`config.mk`:
```
export PLATFORM = sky130hd
export DESIGN_NAME = pmc_port2_mac_cfg
export DESIGN_NICKNAME = d
export VERILOG_FILES = /design/src/logic/pmc_pkg.sv /design/src/logic/pmc_port2_mac_cfg.sv
export SDC_FILE = /design/constraint.sdc
export NUM_CORES = 1
export LEC_CHECK = 0
export BUFFER_PORTS_ARGS = -buffer_cell sky130_fd_sc_hd__buf_2
export CAP_MARGIN = 20
export CORE_MARGIN = 10
export CORE_UTILIZATION = 55
export DETAILED_ROUTE_END_ITERATION = 16
export PLACE_DENSITY = 0.76
export SETUP_SLACK_MARGIN = 0.4
export SLEW_MARGIN = 20
export SYNTH_ARGS = -nofsm -noshare
export SYNTH_HDL_FRONTEND = slang
export SYNTH_SLANG_ARGS = --single-unit
export TNS_END_PERCENT = 100
```
`constraint.sdc`:
```
create_clock -name sys_clk -period 8.4 [get_ports sys_clk]
set_clock_uncertainty 0.1 [all_clocks]
set_input_delay 1.68 -clock sys_clk [delete_from_list [all_inputs] [get_ports sys_clk]]
set_output_delay 1.68 -clock sys_clk [all_outputs]
set_load 0.1 [all_outputs]
```
`src/logic/pmc_pkg.sv`:
```
package pmc_pkg;
  // Register offsets
  localparam logic [7:0] OFS_RX_GAP_ERR  = 8'hDE;
  localparam logic [7:0] OFS_TX_GAP      = 8'hE0;
  localparam logic [7:0] OFS_LOOPBACK    = 8'hE3;
  localparam logic [7:0] OFS_CRC_EN      = 8'hE4;
  localparam logic [7:0] OFS_RX_GAP_THR  = 8'hE5;
  localparam logic [7:0] OFS_MAX_LEN     = 8'hE6;
  localparam logic [7:0] OFS_MIN_LEN     = 8'hE7;
  localparam logic [7:0] OFS_LO_FRAMES   = 8'hE8;
  localparam logic [7:0] OFS_HI_FRAMES   = 8'hE9;
  localparam logic [7:0] OFS_LO_HALFWD   = 8'hEA;
  localparam logic [7:0] OFS_HI_HALFWD   = 8'hEB;
  localparam logic [7:0] OFS_LEN_ERR     = 8'hEC;

  // Field widths
  localparam int TX_GAP_W  = 8;
  localparam int RX_THR_W  = 6;
  localparam int LEN_W     = 16;
  localparam int FRM_CNT_W = 9;
  localparam int HW_CNT_W  = 14;
  localparam int CNT_W     = 32;
  localparam int GAP_CNT_W = 12;

  // Reset values
  localparam logic [TX_GAP_W-1:0] RST_TX_GAP  = 8'h0B;
  localparam logic [RX_THR_W-1:0] RST_RX_THR  = 6'h0A;
  localparam logic [LEN_W-1:0]    RST_MAX_LEN = 16'h0618;
  localparam logic [LEN_W-1:0]    RST_MIN_LEN = 16'h0040;
  localparam logic                RST_LOOP    = 1'h0;
  localparam logic                RST_CRC_EN  = 1'h1;

  // Timing
  localparam int SYS_CLK_HZ      = 10_000_000;
  localparam int LINE_BPS        = 10_000_000;
  localparam int CYCLES_PER_BIT  = (SYS_CLK_HZ + LINE_BPS - 1) / LINE_BPS;
  localparam int BITS_PER_OCTET  = 8;
  localparam int CYC_PER_OCTET   = CYCLES_PER_BIT * BITS_PER_OCTET;
  localparam logic [GAP_CNT_W-1:0] GAP_SAT = 12'hFFF;

  typedef enum logic [2:0] {
    PMC_RX_IDLE  = 3'b001,
    PMC_RX_FRAME = 3'b010,
    PMC_RX_DROP  = 3'b100
  } pmc_rx_st_t;

  typedef enum logic [2:0] {
    PMC_TX_IDLE = 3'b001,
    PMC_TX_BUSY = 3'b010,
    PMC_TX_GAP  = 3'b100
  } pmc_tx_st_t;

  typedef struct packed {
    logic             sof;
    logic             eof;
    logic [LEN_W-1:0] len;
    logic             crc_bad;
  } pmc_rx_evt_t;

  typedef struct packed {
    logic [FRM_CNT_W-1:0] lo_frames;
    logic [FRM_CNT_W-1:0] hi_frames;
    logic [HW_CNT_W-1:0]  lo_halfwords;
    logic [HW_CNT_W-1:0]  hi_halfwords;
  } pmc_queue_t;
endpackage

```
`src/logic/pmc_port2_mac_cfg.sv`:
```
`timescale 1ns/1ns
// Contract
// - 32-bit read-only gap error frame counter
// - Transmit gap is (setting+1) times eight bits
// - Loopback bit, 0 normal, 1 loop
// - Receive CRC check enable, resets enabled
// - Drop frames with gap not above threshold
// - Gap threshold up to 63, resets ten
// - Maximum receive length field, resets 1560
// - Minimum receive length field, resets 64
// - Report low queue frame count, 9 bits
// - Report high queue frame count, 9 bits
// - Frame available flag for host polling
// - Report low queue halfword count, 14 bits
// - Report high queue halfword count, 14 bits
// - Count frames outside length bounds
module pmc_port2_mac_cfg (
  // Clock and reset
  input  wire logic                sys_clk,
  input  wire logic                srst,
  // Register port
  input  wire logic [7:0]          reg_addr,
  input  wire logic [31:0]         reg_wdata,
  input  wire logic                reg_wr,
  input  wire logic                reg_rd,
  output logic [31:0]              reg_rdata,
  // Receive frame events from MAC core
  input  wire pmc_pkg::pmc_rx_evt_t rx_evt,
  output logic                     rx_frame_ok,
  output logic                     rx_frame_drop,
  output logic                     rx_gap_error_flag,
  // Transmit frame events
  input  wire logic                tx_sof,
  input  wire logic                tx_eof,
  output logic                     tx_gap_open,
  // Queue status from receive FIFOs
  input  wire pmc_pkg::pmc_queue_t queue_in,
  output logic                     rx_frame_available,
  // Configuration toward MII and PHY
  output logic                     mac_loopback_enable,
  output logic                     rx_checksum_enable
);

  typedef struct packed {
    logic [pmc_pkg::CNT_W-1:0]     gap_err_cnt;
    logic [pmc_pkg::CNT_W-1:0]     len_err_cnt;
    logic [pmc_pkg::TX_GAP_W-1:0]  tx_gap;
    logic                          loopback;
    logic                          crc_en;
    logic [pmc_pkg::RX_THR_W-1:0]  rx_thr;
    logic [pmc_pkg::LEN_W-1:0]     max_len;
    logic [pmc_pkg::LEN_W-1:0]     min_len;
    pmc_pkg::pmc_queue_t           queue;
    pmc_pkg::pmc_rx_st_t           rx_st;
    pmc_pkg::pmc_tx_st_t           tx_st;
    logic [pmc_pkg::GAP_CNT_W-1:0] rx_gap_cnt;
    logic [pmc_pkg::GAP_CNT_W-1:0] tx_gap_cnt;
    logic                          ok;
    logic                          drop;
    logic                          gap_err;
    logic [31:0]                   rdata;
  } pmc_state_t;

  pmc_state_t st_r;
  pmc_state_t st_nxt;

  logic [pmc_pkg::GAP_CNT_W-1:0] rx_gap_need;
  logic [pmc_pkg::GAP_CNT_W-1:0] tx_gap_need;
  logic                          len_bad;
  logic [31:0]                   rd_mux;

  // Gap thresholds in bit times
  always_comb begin
    rx_gap_need = pmc_pkg::GAP_CNT_W'(st_r.rx_thr * pmc_pkg::CYC_PER_OCTET);
    tx_gap_need = pmc_pkg::GAP_CNT_W'((st_r.tx_gap + 9'h001) * pmc_pkg::CYC_PER_OCTET);
    len_bad = (rx_evt.len > st_r.max_len) || (rx_evt.len < st_r.min_len);
  end

  // Read multiplexer
  always_comb begin
    rd_mux = 32'h0000_0000;
    case (reg_addr)
      pmc_pkg::OFS_RX_GAP_ERR: rd_mux = st_r.gap_err_cnt;
      pmc_pkg::OFS_TX_GAP:     rd_mux[pmc_pkg::TX_GAP_W-1:0] = st_r.tx_gap;
      pmc_pkg::OFS_LOOPBACK:   rd_mux[0] = st_r.loopback;
      pmc_pkg::OFS_CRC_EN:     rd_mux[0] = st_r.crc_en;
      pmc_pkg::OFS_RX_GAP_THR: rd_mux[pmc_pkg::RX_THR_W-1:0] = st_r.rx_thr;
      pmc_pkg::OFS_MAX_LEN:    rd_mux[pmc_pkg::LEN_W-1:0] = st_r.max_len;
      pmc_pkg::OFS_MIN_LEN:    rd_mux[pmc_pkg::LEN_W-1:0] = st_r.min_len;
      pmc_pkg::OFS_LO_FRAMES:  rd_mux[pmc_pkg::FRM_CNT_W-1:0] = st_r.queue.lo_frames;
      pmc_pkg::OFS_HI_FRAMES:  rd_mux[pmc_pkg::FRM_CNT_W-1:0] = st_r.queue.hi_frames;
      pmc_pkg::OFS_LO_HALFWD:  rd_mux[pmc_pkg::HW_CNT_W-1:0] = st_r.queue.lo_halfwords;
      pmc_pkg::OFS_HI_HALFWD:  rd_mux[pmc_pkg::HW_CNT_W-1:0] = st_r.queue.hi_halfwords;
      pmc_pkg::OFS_LEN_ERR:    rd_mux = st_r.len_err_cnt;
      default:                 rd_mux = 32'h0000_0000;
    endcase
  end

  always_comb begin
    st_nxt = st_r;
    st_nxt.ok = 1'b0;
    st_nxt.drop = 1'b0;
    st_nxt.gap_err = 1'b0;
    st_nxt.queue = queue_in;
    st_nxt.rdata = reg_rd ? rd_mux : 32'h0000_0000;

    // Register writes, only defined field bits kept
    if (reg_wr) begin
      case (reg_addr)
        pmc_pkg::OFS_TX_GAP:     st_nxt.tx_gap = reg_wdata[pmc_pkg::TX_GAP_W-1:0];
        pmc_pkg::OFS_LOOPBACK:   st_nxt.loopback = reg_wdata[0];
        pmc_pkg::OFS_CRC_EN:     st_nxt.crc_en = reg_wdata[0];
        pmc_pkg::OFS_RX_GAP_THR: st_nxt.rx_thr = reg_wdata[pmc_pkg::RX_THR_W-1:0];
        pmc_pkg::OFS_MAX_LEN:    st_nxt.max_len = reg_wdata[pmc_pkg::LEN_W-1:0];
        pmc_pkg::OFS_MIN_LEN:    st_nxt.min_len = reg_wdata[pmc_pkg::LEN_W-1:0];
        default: begin
        end
      endcase
    end

    // Receive gap timer, saturating
    if (st_r.rx_gap_cnt != pmc_pkg::GAP_SAT) begin
      st_nxt.rx_gap_cnt = st_r.rx_gap_cnt + 12'h001;
    end

    // Receive frame checker
    case (st_r.rx_st)
      pmc_pkg::PMC_RX_IDLE: begin
        if (rx_evt.sof) begin
          if (st_r.rx_gap_cnt <= rx_gap_need) begin
            st_nxt.rx_st = pmc_pkg::PMC_RX_DROP;
            st_nxt.gap_err = 1'b1;
            st_nxt.gap_err_cnt = st_r.gap_err_cnt + 32'h0000_0001;
          end else begin
            st_nxt.rx_st = pmc_pkg::PMC_RX_FRAME;
          end
        end
      end
      pmc_pkg::PMC_RX_FRAME: begin
        if (rx_evt.eof) begin
          st_nxt.rx_st = pmc_pkg::PMC_RX_IDLE;
          st_nxt.rx_gap_cnt = '0;
          if (len_bad) begin
            st_nxt.drop = 1'b1;
            st_nxt.len_err_cnt = st_r.len_err_cnt + 32'h0000_0001;
          end else if (st_r.crc_en && rx_evt.crc_bad) begin
            st_nxt.drop = 1'b1;
          end else begin
            st_nxt.ok = 1'b1;
          end
        end
      end
      pmc_pkg::PMC_RX_DROP: begin
        if (rx_evt.eof) begin
          st_nxt.rx_st = pmc_pkg::PMC_RX_IDLE;
          st_nxt.rx_gap_cnt = '0;
          st_nxt.drop = 1'b1;
        end
      end
      default: begin
        st_nxt.rx_st = pmc_pkg::PMC_RX_IDLE;
      end
    endcase

    // Transmit gap sequencer
    case (st_r.tx_st)
      pmc_pkg::PMC_TX_IDLE: begin
        if (tx_sof) begin
          st_nxt.tx_st = pmc_pkg::PMC_TX_BUSY;
        end
      end
      pmc_pkg::PMC_TX_BUSY: begin
        if (tx_eof) begin
          st_nxt.tx_st = pmc_pkg::PMC_TX_GAP;
          st_nxt.tx_gap_cnt = 12'h001;
        end
      end
      pmc_pkg::PMC_TX_GAP: begin
        if (st_r.tx_gap_cnt >= tx_gap_need) begin
          st_nxt.tx_st = pmc_pkg::PMC_TX_IDLE;
        end else begin
          st_nxt.tx_gap_cnt = st_r.tx_gap_cnt + 12'h001;
        end
      end
      default: begin
        st_nxt.tx_st = pmc_pkg::PMC_TX_IDLE;
      end
    endcase

    if (srst) begin
      st_nxt = '0;
      st_nxt.tx_gap = pmc_pkg::RST_TX_GAP;
      st_nxt.loopback = pmc_pkg::RST_LOOP;
      st_nxt.crc_en = pmc_pkg::RST_CRC_EN;
      st_nxt.rx_thr = pmc_pkg::RST_RX_THR;
      st_nxt.max_len = pmc_pkg::RST_MAX_LEN;
      st_nxt.min_len = pmc_pkg::RST_MIN_LEN;
      st_nxt.rx_st = pmc_pkg::PMC_RX_IDLE;
      st_nxt.tx_st = pmc_pkg::PMC_TX_IDLE;
      st_nxt.rx_gap_cnt = pmc_pkg::GAP_SAT;
    end
  end

  always_ff @(posedge sys_clk) begin
    st_r <= st_nxt;
  end

  // Outputs
  assign reg_rdata           = st_r.rdata;
  assign rx_frame_ok         = st_r.ok;
  assign rx_frame_drop       = st_r.drop;
  assign rx_gap_error_flag   = st_r.gap_err;
  assign tx_gap_open         = (st_r.tx_st == pmc_pkg::PMC_TX_IDLE);
  assign rx_frame_available  = (st_r.queue.lo_frames != '0) || (st_r.queue.hi_frames != '0);
  assign mac_loopback_enable = st_r.loopback;
  assign rx_checksum_enable  = st_r.crc_en;

endmodule

```
==> results of run 1 <==
[metrics by stage]
stage	cell area [sq um]	utilization (%)	worst slack (ns)
2_1_floorplan	11500	-	4.01
3_3_place_gp	12100	59.1	4.09
3_5_place_dp	12100	59.1	4.04
4_1_cts	12900	63.4	4.49
5_1_grt	12900	63.4	4.28
6_report	12900	63.4	4.45
[cells in the mapped netlist (3+ instances only)]
cell type | instances | area share, %
xnor2_1 | 7 | 0.53
buf_4 | 35 | 2.3
o22ai_1 | 25 | 1.4
o32ai_1 | 9 | 0.68
a222oi_1 | 10 | 0.87
o31ai_1 | 5 | 0.33
and4_1 | 7 | 0.53
nor2b_1 | 88 | 4.8
or2_2 | 5 | 0.27
nand2b_1 | 8 | 0.43
a21oi_1 | 91 | 4.0
a22o_1 | 3 | 0.23
a22oi_1 | 35 | 2.3
o2111ai_1 | 6 | 0.46
a211oi_1 | 4 | 0.26
dfxtp_1 | 223 | 39
xor2_1 | 27 | 2.1
o21ai_0 | 31 | 1.3
nor2_1 | 106 | 3.5
o211ai_1 | 17 | 1.1
nor3_1 | 10 | 0.43
mux2_2 | 36 | 3.5
inv_1 | 53 | 1.7
mux2i_1 | 10 | 0.87
and3_1 | 25 | 1.4
ha_1 | 53 | 5.8
a221oi_1 | 10 | 0.76
nand4_1 | 35 | 1.9
buf_2 | 11 | 0.48
nand4b_1 | 3 | 0.23
o21bai_1 | 8 | 0.52
nand2_1 | 149 | 4.9
and2_1 | 8 | 0.43
nand3_1 | 61 | 2.7
clkbuf_1 | 55 | 1.8
a21o_1 | 4 | 0.26
or3_1 | 23 | 1.2
nor4_1 | 10 | 0.54
buf_1 | 3 | 0.098
or4_1 | 8 | 0.52
a31oi_1 | 10 | 0.54
[state kept, by name (all words and copies together), names as in the netlist]
| name | flops |
|---|---|
| reg_rdata | 32 |
| rx_frame_ok | 1 |
| st_r | 186 |
| rx_checksum_enable | 1 |
| rx_gap_error_flag | 1 |
| rx_frame_drop | 1 |
| mac_loopback_enable | 1 |
[cell families after synthesis]
group / share of synthesized area (%)
XOR/XNOR: 2.59
flip-flops: 38.8
multiplexers: 4.49
AO/OA/AOI/OAI: 16.6
AND/OR/NAND/NOR: 25.3
adder cells (fa/ha/maj): 5.76
buffers and inverters: 6.52
[power by group through the flow]
stage,clock network (uW),registers (uW),logic (uW)
floorplan,0,1140,206
global route,1210,1130,309
global placement,0,1150,266
detailed placement,0,1150,274
finish,1160,1130,277
CTS,1170,1130,276
[path summary, 6_finish.rpt]
kind | to | slack [ns] | from
max reg2reg | st_r[44] | 5.14 | st_r[151]
min reg2reg | st_r[121] | 0.36 | st_r[121]
max | reg_rdata[1] | 4.45 | srst
min | st_r[121] | 0.36 | st_r[121]
[worst max-delay path, stage by stage]
cell and delay, ns:
buf_6 0.28, buf_4 0.73, buf_4 0.71, nor2b_1 0.20, o21ai_1 0.30, a21oi_1 0.15
[area by class of cell]
type                    instances  area (sq um)
clock buffers                  31           698
fillers                      1757          7490
repair buffers                145           762
well taps                     270           338
flip-flops and latches        223          4460
multi-input cells             985          6310
inverters                      53           199
clock inverters                13           176
[per-layer routing]
| layer | up-vias | part of all wire, % | GRT usage, % |
|---|---|---|---|
| met5 | - | 0.073 | 0 |
| met4 | 4 | 3.4 | 8.01 |
| met3 | 85 | 8.3 | 5.83 |
| met2 | 404 | 46 | 38.2 |
| met1 | 4909 | 42 | 30.0 |
| li1 | 4993 | - | - |
==> summary.md, run 1 <==
| Metric | Value |
|---|---|
| Hold WS | 0.359 ns |
| Cells after synthesis | 1367 |
| GR Util All Layers | 23.6% |
| Final Max Tran Viols | 0 |
| Area grow syn2layout | 12.4% |
| YS warnings | 0 |
| CP required | 8.66 ns |
| DRC Markers | 0 |
| Port buffer count | 133 |
| Postcts setup bufs | 0 |
| H-tree depth | 1 |
| Async S/R FF share, synth | 0% |
| Clock latency on the worst-skew pair | 0.53 ns |
| Largest net degree at the start of global routing | 84 |
| Initial core utilization | 56.4% |
| Post-Route WL | 32900 um |
| Switching Share | 25.1% |
| Hold buffers post-CTS | 0 |
| Final number of setup-violating endpoints | 0 |
| DIE HEIGHT | 165 um |
| Total grt overflow | 0 |
| Fmax | 253 MHz |
| Nets@finish | 1597 |
| Sequential area share after synthesis | 38.8% |
| Netlist cell types | 75 |
| Core Box Area | 20400 sq um |
| Crit path capture type | register |
| Tcrit/Tclk final | 47.0% |
| TritonCTS clock tree | done |
| Cells on Worst Hold Path | 2 |
| Worst Setup Path Type | in -> reg |
| Ys flop type | dfxtp_1 |
| GPL Wtd Cong | 0.971 |
| Max_slew headroom | 31.3% |
| Placed cells | 1676 |
| DR vias/cell | 6.04 |
| Power share of the clock group | 45.2% |
| Worst Path Arrival | 4.21 ns |
| Tot Pwr | 2560 uW |
| Die Wd | 165 um |
| Static Leak | 0.00498 uW |
| Clock Pin Slew Worst Setup and Hold Paths | 0.06 ns |
| Rows | 52 |
| DIE AREA | 27100 sq um |
| Hold crit path type | reg -> reg |
| Pre-antenna DRT Iters | 5 |
| Worst-margin pin slew | 1.03 ns |
| Post-DP HPWL | 24200 um |
| Mapped Area | 11500 sq um |
| Initial DRC count | 1037 |
| Commonest non-fill, non-tap cells in the layout | dfxtp_1 (223), nand2_1 (149), buf_2 (132) |
| CP max FO | 83 |
| Switching power | 642 uW |
| Number of synthesized flops with an enable pin | 0 |
| VDD IR-drop max | 0.142 mV |
| Max Cap Violations | 0 |
| Int Power | 1920 uW |
| Share of cells above drive strength 1 | 16.7% |
| First-pass GRT wire length | 52200 um |
| Commonest non-fill, non-tap cell in the layout | dfxtp_1 |
| Status | completed |
| Via count | 10395 |
| Fin Setup TNS | 0 ns |
| Unrepaired setup endpoints after global routing | no |
| Root Driver | clkbuf_16 |
| Final Non-Filler Cells | 1720 |
| Num CTS Buffers | 25 |
| Comb power frac | 10.8% |
| Final hold violation count | 0 |
| Detail Route Antenna Nets | 0 |
| Pwr Density | 198 nW/um^2 |
| Initial antenna violation count | 2 |
| CTS Buffer Depth | 3 |
| Post-Syn Area per Cell | 8.42 sq um |
| WL per Instance | 19.1 um |
| Vias in the first global route | 10055 |
| Flops & latches, synth | 223 |
| # clock sinks | 223 |
| # resized after CTS | 0 |
| Reg2Reg Depth | 11 |
| Io pins | 150 |
| Post-synth net total | 1531 |
| Sequential power share | 44.0% |
| CP startpoint kind | primary input |
| Diodes inserted | 0 |
| Tmin final | 3.95 ns |
(Power assumes the default switching activity.)
==> inputs of run 2 (changes only) <==
==> constraint.sdc (replaced) <==
create_clock -name sys_clk -period 3.9 [get_ports sys_clk]
set_clock_uncertainty 0.1 [all_clocks]
set_input_delay 0.78 -clock sys_clk [delete_from_list [all_inputs] [get_ports sys_clk]]
set_output_delay 0.78 -clock sys_clk [all_outputs]
set_load 0.1 [all_outputs]
==> run 2 against run 1 <==
Effect of this change: sequential power up 120%; setup slack worse by 3.7 ns; via count about the same; hold slack better by 0.0021 ns; core utilization up 0.83 points; sequential cell count unchanged; sequential share of layout area down 0.44 points; critical path depth up 5.
==> summary.md, run 2 (same netlist as run 1, synthesis figures left out) <==
| Metric | Value |
|---|---|
| Status | completed |
| Placed Area | 12100 sq um |
| Io pins | 150 |
| Tot Pwr | 5790 uW |
| Port buffer count | 133 |
| CP required | 4.24 ns |
| Int Power | 4410 uW |
| Pwr Density | 441 nW/um^2 |
| Commonest non-fill, non-tap cells in the layout | dfxtp_1 (223), nand2_1 (149), buf_2 (132) |
| Crit path capture type | register |
| Worst-margin pin slew | 1.01 ns |
| DRC Markers | 0 |
| Worst setup margin | 0.746 ns |
| Max Cap Violations | 0 |
| Fin Setup TNS | 0 ns |
| CP startpoint kind | register |
| Initial core utilization | 56.4% |
| DIE AREA | 27100 sq um |
| Multi-input gate area in the final layout | 6310 sq um |
| CP max FO | 23 |
| Pre-CTS setup slack | 0.444 ns |
| Initial DRC count | 973 |
| Wire length on met3 | 2790 um |
| Top Metal Used | met5 |
| Clock latency on the worst-skew pair | 0.52 ns |
| Root Driver | clkbuf_16 |
| Die Wd | 165 um |
| # resized after CTS | 0 |
| Via count | 10394 |
| Final Max Tran Viols | 0 |
| Core Box Area | 20400 sq um |
| First-pass GRT wire length | 51700 um |
| Pre-antenna DRT Iters | 5 |
| Comb power frac | 10.5% |
| CTS Buffer Depth | 3 |
| Max reg flops | 186 |
| TritonCTS clock tree | done |
| FF+latch area | 4460 sq um |
| Sequential power share | 41.9% |
| Routed met2 length | 15000 um |
| Tmin final | 3.15 ns |
| Largest net degree at the start of global routing | 71 |
| Metal-1 WL | 13800 um |
| Post-DP HPWL | 24200 um |
| Area grow syn2layout | 13.9% |
| DIE HEIGHT | 165 um |
| Postcts setup bufs | 0 |
| Hold WS | 0.361 ns |
| VDD IR-drop max | 0.345 mV |
| Switching Share | 23.8% |
| Unrepaired setup endpoints after global routing | no |
| Num CTS Buffers | 24 |
| Worst Setup Path Type | reg -> reg |
| Tcrit/Tclk final | 80.9% |
| Largest Register | st_r |
| Clock Pin Slew Worst Setup and Hold Paths | 0.06 ns |
| Detail Route Antenna Nets | 0 |
| DR vias/cell | 6.01 |
| Switching power | 1380 uW |
| Initial antenna violation count | 1 |
| WL per Instance | 19.0 um |
| Vias in the first global route | 9840 |
| Rows | 52 |
| Nets@finish | 1605 |
| Power share of the clock group | 47.6% |
| Hold buffers post-CTS | 0 |
| Share of cells above drive strength 1 | 17.2% |
| Max_slew headroom | 32.6% |
| Final number of setup-violating endpoints | 0 |
| GPL Wtd Cong | 0.957 |
| Static Leak | 0.00506 uW |
| Final hold violation count | 0 |
| Post-Route WL | 32900 um |
| Commonest non-fill, non-tap cell in the layout | dfxtp_1 |
| # clock sinks | 223 |
| Total grt overflow | 0 |
| Finished Cell Area | 13100 sq um |
| Fmax | 317 MHz |
| H-tree depth | 1 |
| Hold crit path type | reg -> reg |
| Fill count | 1763 |
| Worst Path Arrival | 3.50 ns |
| GR Util All Layers | 23.5% |
[run 2: cell count changes in the layout (fill, tap and decap cells not counted), sizes merged]
cell,before,now
buf,145,154
bufinv,4,9
clkbuf,31,28
clkinv,6,4
diode,0,1
[run 2: through the flow]
stage	std cells	utilization (%)
after floorplan	1367	-
after global placement	1685	59.4
after detailed placement	1685	59.4
after CTS	1729	64.2
after global routing	1729	64.2
final	1730	64.2
[run 2: area by class of cell]
| cell class | count | share of cell area, % |
|---|---|---|
| Antenna cell | 1 | 0.0191 |
| Clock buffer | 28 | 5.01 |
| Clock inverter | 16 | 2.41 |
| Inverter | 53 | 1.52 |
| Multi-Input combinational cell | 985 | 48.1 |
| Sequential cell | 223 | 34.0 |
| Tap cell | 270 | 2.58 |
| Timing Repair Buffer | 154 | 6.33 |
[run 2: path summary, 6_finish.rpt]
kind | cells after the start | startpoint | slack (ns) | endpoint
max | 11 | st_r[151] | 0.75 | st_r[43]
min | 2 | st_r[121] | 0.36 | st_r[121]
max reg2reg | 11 | st_r[151] | 0.75 | st_r[43]
min reg2reg | 2 | st_r[121] | 0.36 | st_r[121]
[run 2: worst max-delay path: stages, from the launching register on]
cell and delay [ns]:
dfxtp_1 0.42, ha_1 0.21, and3_1 0.24, nand3_1 0.11
xor2_1 0.16, ha_1 0.29, a211oi_1 0.40, and3_1 0.21
a21oi_1 0.06, buf_4 0.21, or4_1 0.51, a21oi_1 0.15
[run 2: power groups by stage]
stage	Sequential, uW	Clock (uW)	Combinational (uW)
global placement	2470	0	578
finish	2430	2760	605
detailed placement	2470	0	598
CTS	2420	2790	603
global route	2430	2880	681
floorplan	2450	0	443
[run 2: per-layer routing]
layer / vias up / GRT usage, %
met4: 2 / 9.38
met5: - / 0
met1: 4875 / 30.4
met3: 82 / 5.08
met2: 422 / 37.5
li1: 5013 / -
==> inputs of run 3 (changes only) <==
--- a/config.mk
+++ b/config.mk
@@ -8,9 +8,9 @@
 export BUFFER_PORTS_ARGS = -buffer_cell sky130_fd_sc_hd__buf_2
 export CAP_MARGIN = 20
 export CORE_MARGIN = 10
-export CORE_UTILIZATION = 55
+export CORE_UTILIZATION = 53
 export DETAILED_ROUTE_END_ITERATION = 16
-export PLACE_DENSITY = 0.76
+export PLACE_DENSITY = 0.77
 export SETUP_SLACK_MARGIN = 0.4
 export SLEW_MARGIN = 20
 export SYNTH_ARGS = -nofsm -noshare
==> constraint.sdc (replaced) <==
create_clock -name sys_clk -period 2.7 [get_ports sys_clk]
set_clock_uncertainty 0.1 [all_clocks]
set_input_delay 0.54 -clock sys_clk [delete_from_list [all_inputs] [get_ports sys_clk]]
set_output_delay 0.54 -clock sys_clk [all_outputs]
set_load 0.1 [all_outputs]
==> run 3 against run 2 <==
Effect of this change: the run now ends with setup timing left; global-route usage up 2.7 points; design area up 19%; hold slack worse by 0.23 ns; fmax up 15%; combinational power up 98%; count of clock-buffer cells in the layout up 2; routed wire length up 25%; sequential power up 45%; critical path type unchanged; critical endpoint is now st_r[45]; largest cell class unchanged; highest routed layer unchanged.
==> summary.md, run 3 (same netlist as run 1, synthesis figures left out) <==
| Metric | Value |
|---|---|
| Status | finished with violations |
| Failing checks | setup timing |
| Die Wd | 167 um |
| H-tree depth | 1 |
| Clock latency on the worst-skew pair | 0.52 ns |
| WL per Instance | 22.3 um |
| Commonest non-fill, non-tap cell in the layout | dfxtp_1 |
| VDD IR-drop max | 0.504 mV |
| DIE HEIGHT | 167 um |
| Worst Setup Path Type | reg -> reg |
| GPL Wtd Cong | 1.01 |
| Placed Area | 12800 sq um |
| Largest net degree at the start of global routing | 116 |
| Cells on Worst Hold Path | 2 |
| # clock sinks | 223 |
| Detail Route Antenna Nets | 0 |
| Largest Register | st_r |
| Share of cells above drive strength 1 | 33.5% |
| Hold buffers post-CTS | 0 |
| Nets@finish | 1716 |
| Worst-margin pin slew | 0.653 ns |
| Max Cap Violations | 0 |
| Post-Route WL | 41100 um |
| Final hold violation count | 0 |
| Root Driver | clkbuf_16 |
| Vias in the first global route | 11459 |
| Reg-to-Reg Start | st_r[151] |
| Worst setup margin | -0.0528 ns |
| Num CTS Buffers | 25 |
| DR vias/cell | 6.32 |
| Finished Cell Area | 15600 sq um |
| Total grt overflow | 0 |
| Port buffer count | 133 |
| Initial core utilization | 54.3% |
| Area grow syn2layout | 35.5% |
| Core Box Area | 21200 sq um |
| Max_slew headroom | 56.4% |
| Tcrit/Tclk final | 102% |
| Crit path capture type | register |
| Final number of setup-violating endpoints | 6 |
| Unrepaired setup endpoints after global routing | yes |
| First-pass GRT wire length | 61300 um |
| CP max FO | 12 |
| Pre-antenna DRT Iters | 6 |
| DIE AREA | 28000 sq um |
| Hold crit path type | in -> reg |
| CTS Buffer Depth | 3 |
| Initial antenna violation count | 2 |
| GR Util All Layers | 26.2% |
| Final Max Tran Viols | 0 |
| CP startpoint kind | register |
| Clock Pin Slew Worst Setup and Hold Paths | 0.06 ns |
| Worst Path Arrival | 3.11 ns |
| Worst hold endpoint | st_r[105] |
| Tmin final | 2.75 ns |
| DRC Markers | 0 |
| CP required | 3.05 ns |
| Rows | 53 |
| TritonCTS clock tree | done |
| Static Leak | 0.00587 uW |
| Io pins | 150 |
| Post-DP HPWL | 25300 um |
| Fmax | 363 MHz |
| Reg2Reg Depth | 12 |
| Pwr Density | 541 nW/um^2 |
| Via count | 11653 |
| Initial DRC count | 1518 |
| Commonest non-fill, non-tap cells in the layout | dfxtp_1 (187), nand2_1 (146), buf_2 (131) |
| Pre-CTS setup slack | -0.169 ns |
| Hold Crit Start | queue_in[40] |
| Worst R2R End | st_r[45] |
| R2R setup slack | -0.05 ns |
| Max reg flops | 186 |
## run 3: what timing repair did
item                                    CTS  global route
pin swaps                                52            50
setup buffers                            36            19
gates cloned                              6             0
endpoints found under the setup margin   73            80
gates resized for setup                 169           108
## run 3: layout make-up
cell class | count | area [sq um]
timing repair buffer | 263 | 1970
clock inverter | 14 | 214
multi-input combinational | 986 | 7650
sequential | 223 | 4520
clock buffer | 30 | 684
inverter | 53 | 209
tap | 275 | 344
fill | 1413 | 5620
antenna | 1 | 2.50
## run 3: how the worst max path moves through the flow
| stage | start | to | depth (start not counted) |
|---|---|---|---|
| final | st_r[151] | st_r[45] | 12 |
| after global routing | st_r[151] | st_r[45] | 12 |
| after CTS | st_r[152] | st_r[45] | 12 |
| after detailed placement | rx_evt[14] | st_r[162] | 11 |
| after global placement | rx_evt[14] | st_r[178] | 10 |
| after floorplan | rx_evt[2] | st_r[186] | 9 |
## run 3: stage by stage
step	TNS (ns)	instances	hold slack [ns]	utilization, %	power, uW
final	-0.270	1845	0.126	73.5	8440
after global placement	-1.27	1739	0.343	60.5	4470
after detailed placement	-2.45	1739	0.352	60.5	4500
after global routing	-1.24	1844	0.113	73.5	8710
after floorplan	0	1367	0.324	-	4210
after CTS	0	1825	0.115	70.4	8330
## run 3: worst max-delay path: stages, from the launching register on
cell	delay (ns)
dfxtp_4	0.36
ha_4	0.16
and3_4	0.19
nand3_4	0.09
xor2_2	0.19
ha_4	0.23
o21a_1	0.12
o211ai_1	0.30
a21o_1	0.21
a21oi_4	0.05
buf_12	0.16
or4_1	0.40
a21oi_1	0.13
## run 3: power by group
group / internal, uW / switching [uW]
clock network: 2290 / 1430
registers: 3400 / 121
logic: 531 / 671
total: 6220 / 2220
## run 3: layer usage
| metal | wire, um | vias to the layer above | GRT usage [%] |
|---|---|---|---|
| li1 | - | 5248 | - |
| met1 | 15600 | 5477 | 31.5 |
| met2 | 19300 | 731 | 43.7 |
| met3 | 3890 | 193 | 5.74 |
| met4 | 2290 | 4 | 12.4 |
| met5 | 32 | - | 0 |
